==> src/core/dsp_pkg.sv <==
package dsp_pkg;
   localparam int          FRAME_BITS   = 16;
   localparam int          CNT_W        = 4;
   localparam int          DATA_W       = 10;
   localparam int          CMD_W        = 4;
   localparam int          CMD_LSB      = 10;
   localparam int          CLK_MHZ      = 50;
   localparam int          SCLK_MAX_MHZ = 50;
   localparam logic [9:0]  WIPER_RESET  = 10'h200;
   localparam logic [15:0] SHIFT_RESET  = 16'h0000;
   localparam logic [3:0]  CMD_NOP      = 4'h0;
   localparam logic [3:0]  CMD_WR_WIPER = 4'h1;
   localparam logic [3:0]  CMD_RD_WIPER = 4'h2;
   localparam logic [3:0]  CMD_STORE    = 4'h3;
   localparam logic [3:0]  CMD_REFRESH  = 4'h4;

   typedef struct packed {
      logic sync_b;
      logic sclk;
      logic din;
   } dsp_pins_t;

   typedef struct packed {
      logic [3:0] cmd;
      logic [9:0] data;
   } dsp_word_t;

   typedef enum logic [1:0] {
      ST_IDLE  = 2'b00,
      ST_SHIFT = 2'b01,
      ST_FULL  = 2'b11
   } dsp_state_t;
endpackage

==> src/core/dsp_frame_port.sv <==
`timescale 1ns/10ps
module dsp_frame_port (
   input  wire logic        clk,
   input  wire logic        rst_b,
   input  wire logic        clk_en,
   input  wire logic        sync_b,
   input  wire logic        sclk,
   input  wire logic        din,
   input  wire logic        mem_busy,
   output logic             serial_out_od_o,
   output logic             serial_out_od_oe,
   output logic             ready_od_o,
   output logic             ready_od_oe,
   output logic [9:0]       wiper_register,
   output logic             frame_commit,
   output logic             frame_abort,
   output logic [3:0]       commit_cmd,
   output logic [9:0]       commit_data
);
   dsp_pkg::dsp_pins_t pins_raw;
   dsp_pkg::dsp_pins_t pins;

   assign pins_raw = '{sync_b: sync_b, sclk: sclk, din: din};

   dsp_sync u_sync (
      .clk    (clk),
      .rst_b  (rst_b),
      .en     (clk_en),
      .pins_i (pins_raw),
      .pins_o (pins)
   );

   dsp_pkg::dsp_state_t state_q;
   dsp_pkg::dsp_state_t state_d;
   logic                sync_prev_q;
   logic                sync_prev_d;
   logic                sclk_prev_q;
   logic                sclk_prev_d;
   logic [15:0]         shift_q;
   logic [15:0]         shift_d;
   logic [3:0]          cnt_q;
   logic [3:0]          cnt_d;
   logic [9:0]          wiper_q;
   logic [9:0]          wiper_d;
   logic                rd_pend_q;
   logic                rd_pend_d;
   logic                sdo_q;
   logic                sdo_d;
   logic                rdy_q;
   logic                rdy_d;
   logic                commit_q;
   logic                commit_d;
   logic                abort_q;
   logic                abort_d;
   dsp_pkg::dsp_word_t  word_q;
   dsp_pkg::dsp_word_t  word_d;
   logic                sync_fall;
   logic                sync_rise;
   logic                sclk_fall;
   dsp_pkg::dsp_word_t  rx;

   assign sync_fall = sync_prev_q & ~pins.sync_b;
   assign sync_rise = ~sync_prev_q & pins.sync_b;
   assign sclk_fall = sclk_prev_q & ~pins.sclk;
   // Word layout: two zeros, command, data, MSB first
   assign rx = '{cmd:  shift_q[dsp_pkg::CMD_LSB +: dsp_pkg::CMD_W],
                 data: shift_q[dsp_pkg::DATA_W-1:0]};

   // Edge history runs in every state, so no edge is lost at a state change
   always_comb
   begin
      sync_prev_d = pins.sync_b;
      sclk_prev_d = pins.sclk;
   end

   // Clock history resets low, so an idle-low clock gives no false edge
   always_ff @(posedge clk or negedge rst_b)
   begin
      if (!rst_b)
      begin
         sync_prev_q <= 1'b1;
         sclk_prev_q <= 1'b0;
      end
      else if (clk_en)
      begin
         sync_prev_q <= sync_prev_d;
         sclk_prev_q <= sclk_prev_d;
      end
   end

   // Frame end: commit only on whole words, any other started frame aborts
   always_comb
   begin
      commit_d = 1'b0;
      abort_d  = 1'b0;
      word_d   = word_q;
      if (state_q != dsp_pkg::ST_IDLE && sync_rise)
      begin
         if (state_q == dsp_pkg::ST_FULL && cnt_q == '0)
         begin
            commit_d = 1'b1;
            word_d   = rx;
         end
         else
         begin
            abort_d = 1'b1;
         end
      end
   end

   always_ff @(posedge clk or negedge rst_b)
   begin
      if (!rst_b)
      begin
         commit_q <= 1'b0;
         abort_q  <= 1'b0;
         word_q   <= '0;
      end
      else if (clk_en)
      begin
         commit_q <= commit_d;
         abort_q  <= abort_d;
         word_q   <= word_d;
      end
   end

   // Shifter, bit counter, wiper and line state
   always_comb
   begin
      state_d   = state_q;
      shift_d   = shift_q;
      cnt_d     = cnt_q;
      wiper_d   = wiper_q;
      rd_pend_d = rd_pend_q;
      sdo_d     = sdo_q;
      rdy_d     = rdy_q;
      case (state_q)
         dsp_pkg::ST_IDLE:
         begin
            // A new frame only starts while no memory operation runs; a started frame keeps shifting
            if (sync_fall && !mem_busy)
            begin
               state_d = dsp_pkg::ST_SHIFT;
               cnt_d   = '0;
               rdy_d   = 1'b0;
               // Readback replaces chained data in the frame after a read
               if (rd_pend_q)
               begin
                  shift_d   = {6'h00, wiper_q};
                  rd_pend_d = 1'b0;
               end
               sdo_d = shift_d[dsp_pkg::FRAME_BITS-1];
            end
         end
         dsp_pkg::ST_SHIFT, dsp_pkg::ST_FULL:
         begin
            if (sync_rise)
            begin
               state_d = dsp_pkg::ST_IDLE;
               rdy_d   = 1'b1;
               // Only a committed word may touch the wiper
               if (commit_d)
               begin
                  case (rx.cmd)
                     dsp_pkg::CMD_WR_WIPER: wiper_d   = rx.data;
                     dsp_pkg::CMD_RD_WIPER: rd_pend_d = 1'b1;
                     dsp_pkg::CMD_REFRESH:  wiper_d   = dsp_pkg::WIPER_RESET;
                     default:               wiper_d   = wiper_q;
                  endcase
               end
            end
            else if (sclk_fall)
            begin
               // MSB leaves as a new bit enters: a 16-clock delay line
               shift_d = {shift_q[dsp_pkg::FRAME_BITS-2:0], pins.din};
               sdo_d   = shift_q[dsp_pkg::FRAME_BITS-2];
               // Count wraps every word, so 32 clocks end like 16
               cnt_d   = cnt_q + 4'h1;
               if (cnt_q == 4'hF)
               begin
                  state_d = dsp_pkg::ST_FULL;
               end
            end
         end
         default:
         begin
            state_d = dsp_pkg::ST_IDLE;
         end
      endcase
   end

   always_ff @(posedge clk or negedge rst_b)
   begin
      if (!rst_b)
      begin
         state_q   <= dsp_pkg::ST_IDLE;
         shift_q   <= dsp_pkg::SHIFT_RESET;
         cnt_q     <= '0;
         wiper_q   <= dsp_pkg::WIPER_RESET;
         rd_pend_q <= 1'b0;
         sdo_q     <= 1'b1;
         rdy_q     <= 1'b1;
      end
      else if (clk_en)
      begin
         state_q   <= state_d;
         shift_q   <= shift_d;
         cnt_q     <= cnt_d;
         wiper_q   <= wiper_d;
         rd_pend_q <= rd_pend_d;
         sdo_q     <= sdo_d;
         rdy_q     <= rdy_d;
      end
   end

   // Open drain: only ever pull low, pull-up lives on the board
   assign serial_out_od_o  = 1'b0;
   assign serial_out_od_oe = ~sdo_q;
   assign ready_od_o       = 1'b0;
   assign ready_od_oe      = ~(rdy_q & ~mem_busy);
   assign wiper_register   = wiper_q;
   assign frame_commit     = commit_q;
   assign frame_abort      = abort_q;
   assign commit_cmd       = word_q.cmd;
   assign commit_data      = word_q.data;
endmodule

==> src/core/dsp_sync.sv <==
`timescale 1ns/10ps
module dsp_sync (
   input  wire logic               clk,
   input  wire logic               rst_b,
   input  wire logic               en,
   input  wire dsp_pkg::dsp_pins_t pins_i,
   output dsp_pkg::dsp_pins_t      pins_o
);
   dsp_pkg::dsp_pins_t meta_q;
   dsp_pkg::dsp_pins_t meta_d;
   dsp_pkg::dsp_pins_t sync_q;
   dsp_pkg::dsp_pins_t sync_d;

   always_comb
   begin
      meta_d = en ? pins_i : meta_q;
      sync_d = en ? meta_q : sync_q;
   end

   // Sync idles high so reset never looks like a frame start
   always_ff @(posedge clk or negedge rst_b)
   begin
      if (!rst_b)
      begin
         meta_q <= '{sync_b: 1'b1, sclk: 1'b0, din: 1'b0};
         sync_q <= '{sync_b: 1'b1, sclk: 1'b0, din: 1'b0};
      end
      else
      begin
         meta_q <= meta_d;
         sync_q <= sync_d;
      end
   end

   assign pins_o = sync_q;
endmodule

==> config.mk <==
export PLATFORM = sky130hd
export DESIGN_NAME = dsp_frame_port
export DESIGN_NICKNAME = d
export VERILOG_FILES = /design/src/core/dsp_pkg.sv /design/src/core/dsp_frame_port.sv /design/src/core/dsp_sync.sv
export SDC_FILE = /design/constraint.sdc
export NUM_CORES = 1
export LEC_CHECK = 0
export ABC_AREA = 1
export BUFFER_PORTS_ARGS = -buffer_cell sky130_fd_sc_hd__buf_2
export CAP_MARGIN = 25
export CORE_ASPECT_RATIO = 1.5
export CORE_UTILIZATION = 50
export CTS_CLUSTER_DIAMETER = 60
export CTS_CLUSTER_SIZE = 10
export DETAILED_ROUTE_END_ITERATION = 16
export HOLD_SLACK_MARGIN = 0.12
export MAX_ROUTING_LAYER = met4
export PLACE_DENSITY = 0.66
export SYNTH_ARGS = -nofsm -noshare
export SYNTH_HDL_FRONTEND = slang
export SYNTH_SLANG_ARGS = --single-unit
==> constraint.sdc <==
create_clock -name clk -period 1.72 [get_ports clk]
set_input_delay 0.344 -clock clk [delete_from_list [all_inputs] [get_ports clk]]
set_output_delay 0.344 -clock clk [all_outputs]
set_load 0.05 [all_outputs]
Word-level counts from Yosys, hierarchy flattened. Cells that the tools add are included.

Register bits after elaboration: 59. Output and inout bits: 30. Word-level logic and storage cells: 93.

Add/sub/neg operators: 1. Eq/ne operators: 15. Multiplexer cells: 30. Bitwise operators: 10. Reductions and logical operators: 17.

Operators by type and width (number): $mux 16 (4); $pmux 16 s2 (1); $pmux 10 s2 (1); $mux 1 (12); $mux 4 (3); $ne 2x2->1 const B (6); $reduce_and 6->1 (2); $reduce_and 5->1 (2); $mux 2 (4); $pmux 4 s2 (1); $reduce_and 4->1 (2); $ne 3x3->1 const B (2); $not 1->1 (6); $pmux 1 s2 (3); $reduce_bool 2->1 (3); $add 4x1->4 const B (1); $and 1x1->1 (4); $eq 4x1->1 const B (1); $eq 4x2->1 const B (1); $eq 4x3->1 const B (1); $eq 4x4->1 const B (1); $logic_not 4->1 (1); $pmux 2 s2 (1); $logic_and 1x1->1 (3); 7 further kinds (7).

Depth between registers and ports, before layout. Gate-level depths: netlist (run 1).

Word-level depth: 7. Depth in mapped cells: 10. Depth with buffers taken out: 9.

By module. From an unflattened synthesis (run 1), not the netlist that was laid out.

Cell total of the unflattened synthesis: 372. Area, all modules: 2991.6 um^2.

Modules (own cells, without submodules): dsp_frame_port (instances 1, cells an instance 347, area an instance 2767.7 um^2, seq. area each 1331.3 um^2); dsp_sync (instances 1, cells an instance 25, area an instance 224.0 um^2, seq. area each 152.6 um^2).

Worst setup path after synthesis (run 1). No wires, ideal clock.

Path type: reg-to-reg. Start point: reg u_sync.sync_q, in the netlist u_sync.pins_o[2]. End point: reg word_q, in the netlist commit_data[3]. Setup time: 0.120 ns. Arrival time: 1.281 ns. Required time: 1.600 ns. Slack: 0.320 ns. Cell stages (with the launch flop): 9. Path buffers: 1. Period minus slack after synthesis: 1.400 ns. Cell sequence: dfstp_2 inv_1 nor2_1 nand3_2 inv_2 nand2_4 buf_6 nand2_1 o21ai_2.

Cells in the longest elaborated chain, start to end: 3.

RTL lines: from (decl) (line dsp_sync.sv:11) `dsp_pkg::dsp_pins_t sync_q;`; from (signal assigned) (line dsp_sync.sv:26) `sync_q <= '{sync_b: 1'b1, sclk: 1'b0, din: 1'b0};`; from (signal assigned) (line dsp_sync.sv:31) `sync_q <= sync_d;`; $and 1x1->1 (line dsp_frame_port.sv:63) `assign sync_rise = ~sync_prev_q & pins.sync_b;`; $logic_and 1x1->1 (line dsp_frame_port.sv:97) `if (state_q != dsp_pkg::ST_IDLE && sync_rise)`; $reduce_and 3->1 (no source line); to (signal assigned) (line dsp_frame_port.sv:123) `word_q <= word_d;`; to (decl) (line dsp_frame_port.sv:55) `dsp_pkg::dsp_word_t word_q;`.

No other way between the ends. A chain may end at the register's enable or synchronous reset.

Final worst setup path (run 1).
Start point: reg u_sync.sync_q, in the netlist u_sync.pins_o[2]. End point: reg wiper_q[6], in the netlist wiper_register[6].

Cells in the longest elaborated chain, start to end: 4.

RTL lines: $and 1x1->1 * (line dsp_frame_port.sv:63); $logic_and 1x1->1 (line dsp_frame_port.sv:97); $mux 1 (line dsp_frame_port.sv:97); $reduce_and 5->1 (no source line) *; to (signal assigned) (line dsp_frame_port.sv:199) `wiper_q <= dsp_pkg::WIPER_RESET;`; to (signal assigned) (line dsp_frame_port.sv:209) `wiper_q <= wiper_d;`; to (decl) (line dsp_frame_port.sv:43) `logic [9:0] wiper_q;`.

Mark *: on every way between the ends. The rest lies on a longest branch, timed or not.

==> results of run 1 <==
worst max-delay path, stage by stage (launching register included):
cell,delay [ps]
dfstp_2,570
inv_1,70
nor2_1,200
nand3_2,160
nor2_4,160
buf_4,190
nand3_1,80
nand2_1,70
per-stage QoR:
step	total power, mW	hold WS (ps)	setup WS, ps	instance area [um2]
floorplan	2.48	48.4	320	2890
CTS	3.94	180	80.6	3330
finish	3.92	198	138	3350
global route	4.16	190	-26.5	3350
global placement	2.75	374	99.0	3150
detailed placement	2.78	375	107	3150
cells in the mapped netlist (all sizes together):
cell type and n:
nand2 151, dfrtp 53, nand3 50, inv 36, nor2 26, o21ai 25, buf 12, dfstp 6
clkbuf 3, a21oi 2, ha 2, conb 1, nand4 1, nor3b 1, or2 1
cell families after synthesis:
logic type	Yosys count	share of synthesized area [%]
simple gates	230	33.7
buf+inv	51	8.45
flops	59	51.4
compound gates	27	5.46
fa+ha+maj	2	0.866
other cells	1	0.130
power groups by stage:
| stage | logic (mW) | registers (mW) | clock network, mW |
|---|---|---|---|
| after floorplan | 0.764 | 1.71 | 0 |
| after global placement | 1.06 | 1.69 | 0 |
| after detailed placement | 1.08 | 1.70 | 0 |
| after CTS | 1.10 | 1.67 | 1.16 |
| after global routing | 1.25 | 1.70 | 1.21 |
| final | 1.12 | 1.67 | 1.13 |
repair_timing:
item,in CTS,in global routing
hold buffers,1,0
endpoints found under the setup margin,0,33
gates resized for setup,0,4
endpoints found under the hold margin,53,0
layout make-up:
cell class	instances	area, um2
Timing Repair Buffer	48	290
Multi-Input combinational cell	261	1180
Fill cell	550	2180
Sequential cell	59	1480
Inverter	36	135
Tap cell	70	87.6
Clock inverter	2	10.0
Clock buffer	14	163
routing by layer:
metal / wire length, um / global-route usage, % / vias up
li1: - / - / 1240
met1: 2930 / 29.9 / 1179
met2: 3470 / 42.4 / 55
met3: 216 / 6.22 / 11
met4: 120 / 11.0 / 0
met5: 0 / - / -
worst max path at each step:
stage | from | end | slack, ps | depth (start not counted)
floorplan | u_sync.pins_o[2] | commit_data[3] | 320 | 8
global placement | u_sync.pins_o[2] | commit_data[2] | 100 | 7
detailed placement | clk_en | shift_q[9] | 110 | 8
CTS | sync_prev_q | shift_q[11] | 80 | 7
global route | cnt_q[0] | wiper_register[5] | -30 | 9
finish | u_sync.pins_o[2] | wiper_register[6] | 140 | 7
state kept, by name (all words and copies together) (netlist names):
name            count
sync_prev_q         1
frame_commit        1
state_q             2
wiper_register     10
rdy_q               1
frame_abort         1
sdo_q               1
cnt_q               4
shift_q            16
rd_pend_q           1
commit_cmd          4
u_sync.meta_q       3
commit_data        10
sclk_prev_q         1
u_sync.pins_o       3
==> impl_metrics.json, run 1 <==
{
  "outcome": "finished clean",
  "skew_ps": 7.25,
  "fin_tns_setup_ps": 0,
  "drt_wl_total_mm": 6.74,
  "r2r-end": "wiper_register[6]",
  "setup_viol": 0,
  "cp_data_arrival_time_ps": 1860,
  "hold_class": "in -> reg",
  "dr.pass1.iters": 4,
  "seq_area_frac_synth_pct": 51.4,
  "ys_types": 25,
  "die_x_um": 64.1,
  "yosys_warnings": 0,
  "hold_depth": 3,
  "nNetsFinal": 424,
  "cp.required_ps": 1990,
  "synth.top_cell.area_share_pct": 45.9,
  "avgSynthCellArea_um2": 7.81,
  "critPathCaptureType": "flip-flop",
  "fin_crit_sh_pct": 92.0,
  "die_h_um": 95.1,
  "drv_cap": 0,
  "criticalPathCategory": "reg -> reg",
  "switching_share_pct": 37.5,
  "vias_per_cell": 5.07,
  "final_antenna_net_count": 0,
  "finalHoldViolations": 0,
  "synth_top_area_cell": "dfrtp_1",
  "ir_drop_mv": 0.573,
  "clock_latency_ps": 340,
  "grt_pass1_wl_mm": 11.3,
  "clock_sinks": 59,
  "grt_max_degree": 60,
  "fin_util_pct": 60.6,
  "seqPwrFrac_pct": 42.7,
  "root_buffer": "clkbuf_8",
  "final_common_cell": "nand2_1",
  "ys_seq_elements": 59,
  "detail_route.wl_per_cell_um": 13.8,
  "r2r-start": "u_sync.pins_o[2]",
  "start_util_pct": 52.2,
  "post_cts_buffers": 0,
  "grt_pass1_vias": 2458,
  "r2r_setup_slack_ps": 140,
  "overflow": 0,
  "dp_hpwl_mm": 4.54,
  "r2r.worst_path.cells": 7,
  "final_cell_mix": "nand2_1, dfrtp_1, nand3_1, buf_2, inv_1",
  "crit_fanout": 9,
  "antenna_found_initial": 0,
  "cts_buffers": 9,
  "vias": 2485,
  "core.rowCount": 33,
  "htree_levels": 3,
  "cts_buffer_depth": 2,
  "area_growth_pct": 16.1,
  "dp_cells": 473,
  "p_comb_share_pct": 28.5,
  "netlist_instances": 370,
  "first_iter_violations": 132,
  "io_buffers": 34,
  "synth.cell_area_mm2": 0.00289,
  "min_from": "sync_b",
  "antennaDiodeCount": 0,
  "holdPathEnd": "u_sync.meta_q[2]",
  "drive_gt1_share_pct": 20.7,
  "drc_errors": 0,
  "core-area_mm2": 0.00553,
  "place_congestion": 0.865,
  "stdcell_count": 490,
  "track_usage_pct": 25.7,
  "cp-start-kind": "flip-flop",
  "p_leak_nw": 1.89,
  "power.density_mw_per_mm2": 1170,
  "yosys-top-cells-area": "dfrtp_1, nand2_1, nand3_1",
  "slew_viol_final": 0,
  "max_freq_mhz": 632,
  "dieArea_mm2": 0.00609,
  "clkSlewWorstSetupHoldPaths_ps": 70,
  "internal_power_mw": 2.45,
  "p_clk_share_pct": 28.8,
  "cts_tree": "yes",
  "io_pins": 37,
  "min_period_ps": 1580,
  "switching_power_mw": 1.47
}
No activity file was read; power rests on OpenSTA's default activity.
==> inputs of run 2 (changes only) <==
- CELL_PAD_IN_SITES_DETAIL_PLACEMENT: default -> 0
- CELL_PAD_IN_SITES_GLOBAL_PLACEMENT: default -> 1
- CORE_UTILIZATION: 50 -> 42
- PLACE_DENSITY: 0.66 -> 0.74
- REMOVE_ABC_BUFFERS: default -> 1
==> impl_metrics.json, run 2 (synthesized netlist as in run 1, its figures left out) <==
{
  "start_util_pct": 43.9,
  "vias_per_cell": 4.89,
  "post_cts_buffers": 0,
  "antennaDiodeCount": 0,
  "path_cells": "inv_1 > ha_1 > inv_1 > nor2_1 > nand2_2 > inv_2 > nand2_4 > nand2_1 > o21ai_2",
  "met3_usage_pct": 4.77,
  "slew_viol_final": 0,
  "core.rowCount": 36,
  "internal_power_mw": 2.68,
  "cp.required_ps": 1930,
  "drive_gt1_share_pct": 21.5,
  "p_leak_nw": 1.92,
  "final_common_cell": "nand2_1",
  "max_freq_mhz": 644,
  "power.density_mw_per_mm2": 1220,
  "rsz0062_at_grt": "false",
  "die_x_um": 69.7,
  "p_clk_share_pct": 31.5,
  "stdcell_count": 499,
  "fin_crit_sh_pct": 90.3,
  "cts_buffers": 9,
  "ir_drop_mv": 0.580,
  "dp_cells": 482,
  "final_antenna_net_count": 0,
  "antenna_found_initial": 0,
  "area_growth_pct": 17.8,
  "io_pins": 37,
  "clock_sinks": 59,
  "root_buffer": "clkbuf_8",
  "die_h_um": 104,
  "cp-start-kind": "flip-flop",
  "vias": 2441,
  "grt_max_degree": 60,
  "clock_latency_ps": 340,
  "drv_cap": 0,
  "switching_power_mw": 1.45,
  "nNetsFinal": 427,
  "criticalPathCategory": "reg -> reg",
  "switching_share_pct": 35.1,
  "critPathCaptureType": "flip-flop",
  "p_comb_share_pct": 28.6,
  "multi_input_area_mm2": 0.00117,
  "seqCellArea_mm2": 0.00148,
  "slowest_stage": "dfrtp_1",
  "dp_hpwl_mm": 4.56,
  "track_usage_pct": 20.4,
  "crit_path_max_incr_delay_ps": 420,
  "path_common_cell": "inv_1",
  "fillers": 655,
  "detail_route.wl_per_cell_um": 13.0,
  "hold_class": "in -> reg",
  "grt_util_met1_pct": 24.6,
  "timing.final.ws_setup_ps": 167,
  "grt_pass1_vias": 2343,
  "cp_data_arrival_time_ps": 1770,
  "regMostFlops": "shift_q",
  "dr.pass1.iters": 4,
  "dieArea_mm2": 0.00722,
  "setup_viol": 0,
  "htree_levels": 3,
  "outcome": "finished clean",
  "crit_fanout": 25,
  "finalHoldViolations": 0,
  "drt_wl_total_mm": 6.50,
  "skew_ps": 9.56,
  "pre_cts_slack_ps": 68.0,
  "core-area_mm2": 0.00658,
  "io_buffers": 34,
  "clkSlewWorstSetupHoldPaths_ps": 60,
  "min_period_ps": 1550,
  "gr-max-usage-layer": "met2",
  "final_cell_mix": "nand2_1, dfrtp_1, nand3_1, buf_2, inv_1",
  "overflow": 0,
  "first_iter_violations": 140,
  "seqPwrFrac_pct": 40.0,
  "met2_usage_pct": 33.5,
  "largest_reg_flops": 16,
  "cts_tree": "yes",
  "cts_buffer_depth": 2,
  "drc_errors": 0,
  "place_congestion": 0.797,
  "grt_pass1_wl_mm": 11.2
}
run 2: changes by cell type in the layout (fill, tap and decap cells not counted), sizes merged:
| cell | change |
|---|---|
| buf | +3 |
| bufinv | +1 |
| clkinv | -1 |
run 2: per-layer routing:
metal,share of wire (%),vias to the layer above,routed length (um)
met2,50,43,3250
met5,0,-,0
met3,4.0,10,259
met4,1.6,0,106
li1,-,1242,-
met1,44,1146,2890
run 2: worst paths after layout:
kind / slack (ps) / end / from / depth (start not counted)
setup / recovery: 170 / commit_data[2] / cnt_q[1] / 9
hold / removal: 210 / u_sync.meta_q[1] / sclk / 3
setup reg to reg: 170 / commit_data[2] / cnt_q[1] / 9
hold reg to reg: 460 / u_sync.meta_q[2] / u_sync.meta_q[2] / 2
max in group asynchronous: 860 / rdy_q / rst_b / 3
min in group asynchronous: 530 / sclk_prev_q / rst_b / 3
run 2: timing repair:
action | CTS | global route
hold buffers | 1 | 0
resized for setup | 0 | 2
endpoints found under the hold margin | 53 | 0
setup endpoints to repair | 0 | 22
run 2: area by class of cell:
class                           instances  share of cell area (%)
Inverter                               36                    3.97
Tap cell                               76                    2.79
Clock buffer                           14                    5.07
Clock inverter                          2                    1.03
Sequential cell                        59                    43.6
Timing Repair Buffer                   51                    9.19
Multi-Input combinational cell        261                    34.4
run 2: worst max-delay path, delay by kind of cell, from the launching register on:
family | cells | cell delay (ps)
buffers and inverters | 3 | 220
and+or+nand+nor | 4 | 600
AOI/OAI and AO/OA | 1 | 60
adders and majority gates | 1 | 130
DFF | 1 | 420
run 2: power by group through the flow:
stage / registers, mW / logic (mW) / clock network, mW
after floorplan: 1.73 / 0.644 / 0
after global placement: 1.67 / 1.17 / 0
after detailed placement: 1.68 / 1.18 / 0
after CTS: 1.65 / 1.19 / 1.34
after global routing: 1.68 / 1.33 / 1.40
final: 1.65 / 1.18 / 1.30
run 2: through the flow:
step                      utilization, %  hold slack (ps)  setup TNS [ps]  instance area [um2]  power, mW
final                               51.8              211               0                 3400       4.14
after global routing                51.8              214               0                 3400       4.40
after CTS                           51.7              204               0                 3400       4.18
after detailed placement            48.4              375               0                 3180       2.86
after global placement              48.4              377               0                 3180       2.84
after floorplan                        -             48.4           -1580                 2780       2.38
==> inputs of run 3 (changes only) <==
- ABC_AREA: 1 -> default
- CAP_MARGIN: 25 -> default
- CORE_UTILIZATION: 42 -> 45
==> impl_metrics.json, run 3 <==
{
  "critPathCaptureType": "flip-flop",
  "cp_data_arrival_time_ps": 2020,
  "outcome": "finished, violations left",
  "largest_reg_flops": 16,
  "place_area_mm2": 0.00302,
  "cts_tree": "yes",
  "synthTopCellsByCount": "dfrtp_1, mux2_2, a22o_1, inv_1, o21ai_0",
  "cts_buffers": 9,
  "slew_viol_final": 0,
  "final_area_mm2": 0.00338,
  "dieArea_mm2": 0.00603,
  "max_freq_mhz": 575,
  "core.rowCount": 33,
  "cts_buffer_depth": 2,
  "nNetsFinal": 287,
  "criticalPathCategory": "reg -> reg",
  "ys_types": 45,
  "drc_errors": 0,
  "final_cell_mix": "dfrtp_1, buf_2, buf_4, mux2_2, a22o_1",
  "r2r-start": "u_sync.pins_o[2]",
  "min_from": "sync_b",
  "final_common_cell": "dfrtp_1",
  "die_x_um": 63.7,
  "start_util_pct": 46.8,
  "yosys-top-cells-area": "dfrtp_1, mux2_2, a22o_1",
  "met3_usage_pct": 4.95,
  "fin_tns_setup_ps": -72.1,
  "vias": 1861,
  "min_period_ps": 1740,
  "synth_edf_count": 0,
  "rsz0062_at_grt": "true",
  "met2_usage_pct": 37.6,
  "avgSynthCellArea_um2": 12.4,
  "clock_latency_ps": 330,
  "synth_top_area_cell": "dfrtp_1",
  "holdPathEnd": "u_sync.meta_q[2]",
  "synth_most_common_cell": "dfrtp_1",
  "cp.required_ps": 2000,
  "synth.top_cell.area_share_pct": 51.6,
  "r2r.worst_path.cells": 6,
  "core-area_mm2": 0.00549,
  "synth.cell_area_mm2": 0.00257,
  "violations": "setup timing",
  "vias_per_cell": 5.27,
  "drive_gt1_share_pct": 45.2,
  "fin_crit_sh_pct": 101,
  "die_h_um": 94.6,
  "io_pins": 37,
  "detail_route.wl_per_cell_um": 16.0,
  "pre_cts_slack_ps": -180,
  "area_growth_pct": 31.3,
  "setup_viol": 5,
  "dp_cells": 329,
  "first_iter_violations": 86,
  "crit_fanout": 5,
  "netlist_instances": 207,
  "cp-start-kind": "flip-flop",
  "clock_sinks": 59,
  "power.density_mw_per_mm2": 1210,
  "place_congestion": 0.828,
  "drv_cap": 0,
  "hold_depth": 2,
  "finalHoldViolations": 0,
  "yosys_warnings": 0,
  "ir_drop_mv": 0.815,
  "r2r-end": "wiper_register[6]",
  "grt_max_degree": 25,
  "grt_util_met1_pct": 23.8,
  "clkSlewWorstSetupHoldPaths_ps": 70,
  "synthFlopType": "dfrtp_1",
  "dp_hpwl_mm": 3.83,
  "gr-max-usage-layer": "met2",
  "antenna_found_initial": 0,
  "r2r_setup_slack_ps": -20,
  "regMostFlops": "shift_q",
  "htree_levels": 3,
  "whs_ps": 244,
  "ys_seq_elements": 59,
  "seq_area_frac_synth_pct": 57.7,
  "fillers": 481,
  "skew_ps": 7.29,
  "grt_pass1_vias": 1952,
  "stdcell_count": 353,
  "io_buffers": 34,
  "overflow": 0,
  "final_antenna_net_count": 0,
  "root_buffer": "clkbuf_8",
  "hold_class": "in -> reg",
  "track_usage_pct": 21.7,
  "dr.pass1.iters": 4,
  "p_leak_nw": 1.71,
  "postSynth.asyncResetShare_pct": 100,
  "antennaDiodeCount": 0,
  "grt_pass1_wl_mm": 9.45,
  "timing.final.ws_setup_ps": -19.0,
  "drt_wl_total_mm": 5.66
}
==> run 3: critical path, cell delays in order, from the launching register on <==
cell,delay [ps]
dfstp_2,570
and2b_2,210
nand3_2,130
buf_4,160
nor4_4,280
buf_4,210
a22o_1,120
==> run 3: routing by layer <==
metal | vias to the layer above | share of wire (%)
met5 | - | 0
met4 | 0 | 2.1
met3 | 13 | 3.1
met2 | 44 | 53
met1 | 927 | 42
li1 | 877 | -
==> run 3: logic make-up after synthesis <==
| logic type | share of synthesized area (%) |
|---|---|
| DFF | 57.7 |
| and+or+nand+nor | 10.9 |
| AOI/OAI and AO/OA | 12.5 |
| muxes | 12.2 |
| buffers and inverters | 4.91 |
| adders and majority gates | 0.973 |
| xor gates and xnor gates | 0.681 |
| other | 0.146 |
==> run 3: area by class of cell <==
| type | instances | area, um2 | share of cell area, % |
|---|---|---|---|
| Clock buffer | 10 | 138 | 4.07 |
| Clock inverter | 6 | 65.1 | 1.93 |
| Inverter | 13 | 48.8 | 1.44 |
| Multi-Input combinational cell | 124 | 1010 | 29.9 |
| Sequential cell | 59 | 1490 | 44.0 |
| Tap cell | 70 | 87.6 | 2.59 |
| Timing Repair Buffer | 71 | 546 | 16.1 |
==> run 3: through the flow <==
| step | total power, mW | util (%) |
|---|---|---|
| 5_1_grt | 4.30 | 61.5 |
| 6_report | 4.08 | 61.5 |
| 2_1_floorplan | 2.33 | - |
| 3_3_place_gp | 2.74 | 55.0 |
| 4_1_cts | 4.09 | 60.9 |
| 3_5_place_dp | 2.76 | 55.0 |
==> run 3: repair_timing <==
item                                   4_1_cts  5_1_grt
setup buffers                                2        2
gates cloned                                 3        0
resized for setup                           11        4
hold buffers                                 1        0
pin swaps                                    8        3
endpoints found under the hold margin       37        0
setup endpoints to repair                   11       39
==> run 3: where the power goes <==
part           leakage, nW  switching, mW  internal, mW
clock                0.102          0.560         0.707
sequential           0.769          0.150          1.62
combinational        0.835          0.598         0.447
total                 1.71           1.31          2.77
==> run 3: how the worst max path moves through the flow <==
| stage | end | start | cells after the start |
|---|---|---|---|
| after floorplan | wiper_register[0] | state_q[0] | 4 |
| after global placement | wiper_register[0] | cnt_q[0] | 6 |
| after detailed placement | wiper_register[2] | cnt_q[0] | 6 |
| after CTS | wiper_register[6] | cnt_q[0] | 8 |
| after global routing | wiper_register[5] | cnt_q[1] | 8 |
| final | wiper_register[6] | u_sync.pins_o[2] | 6 |
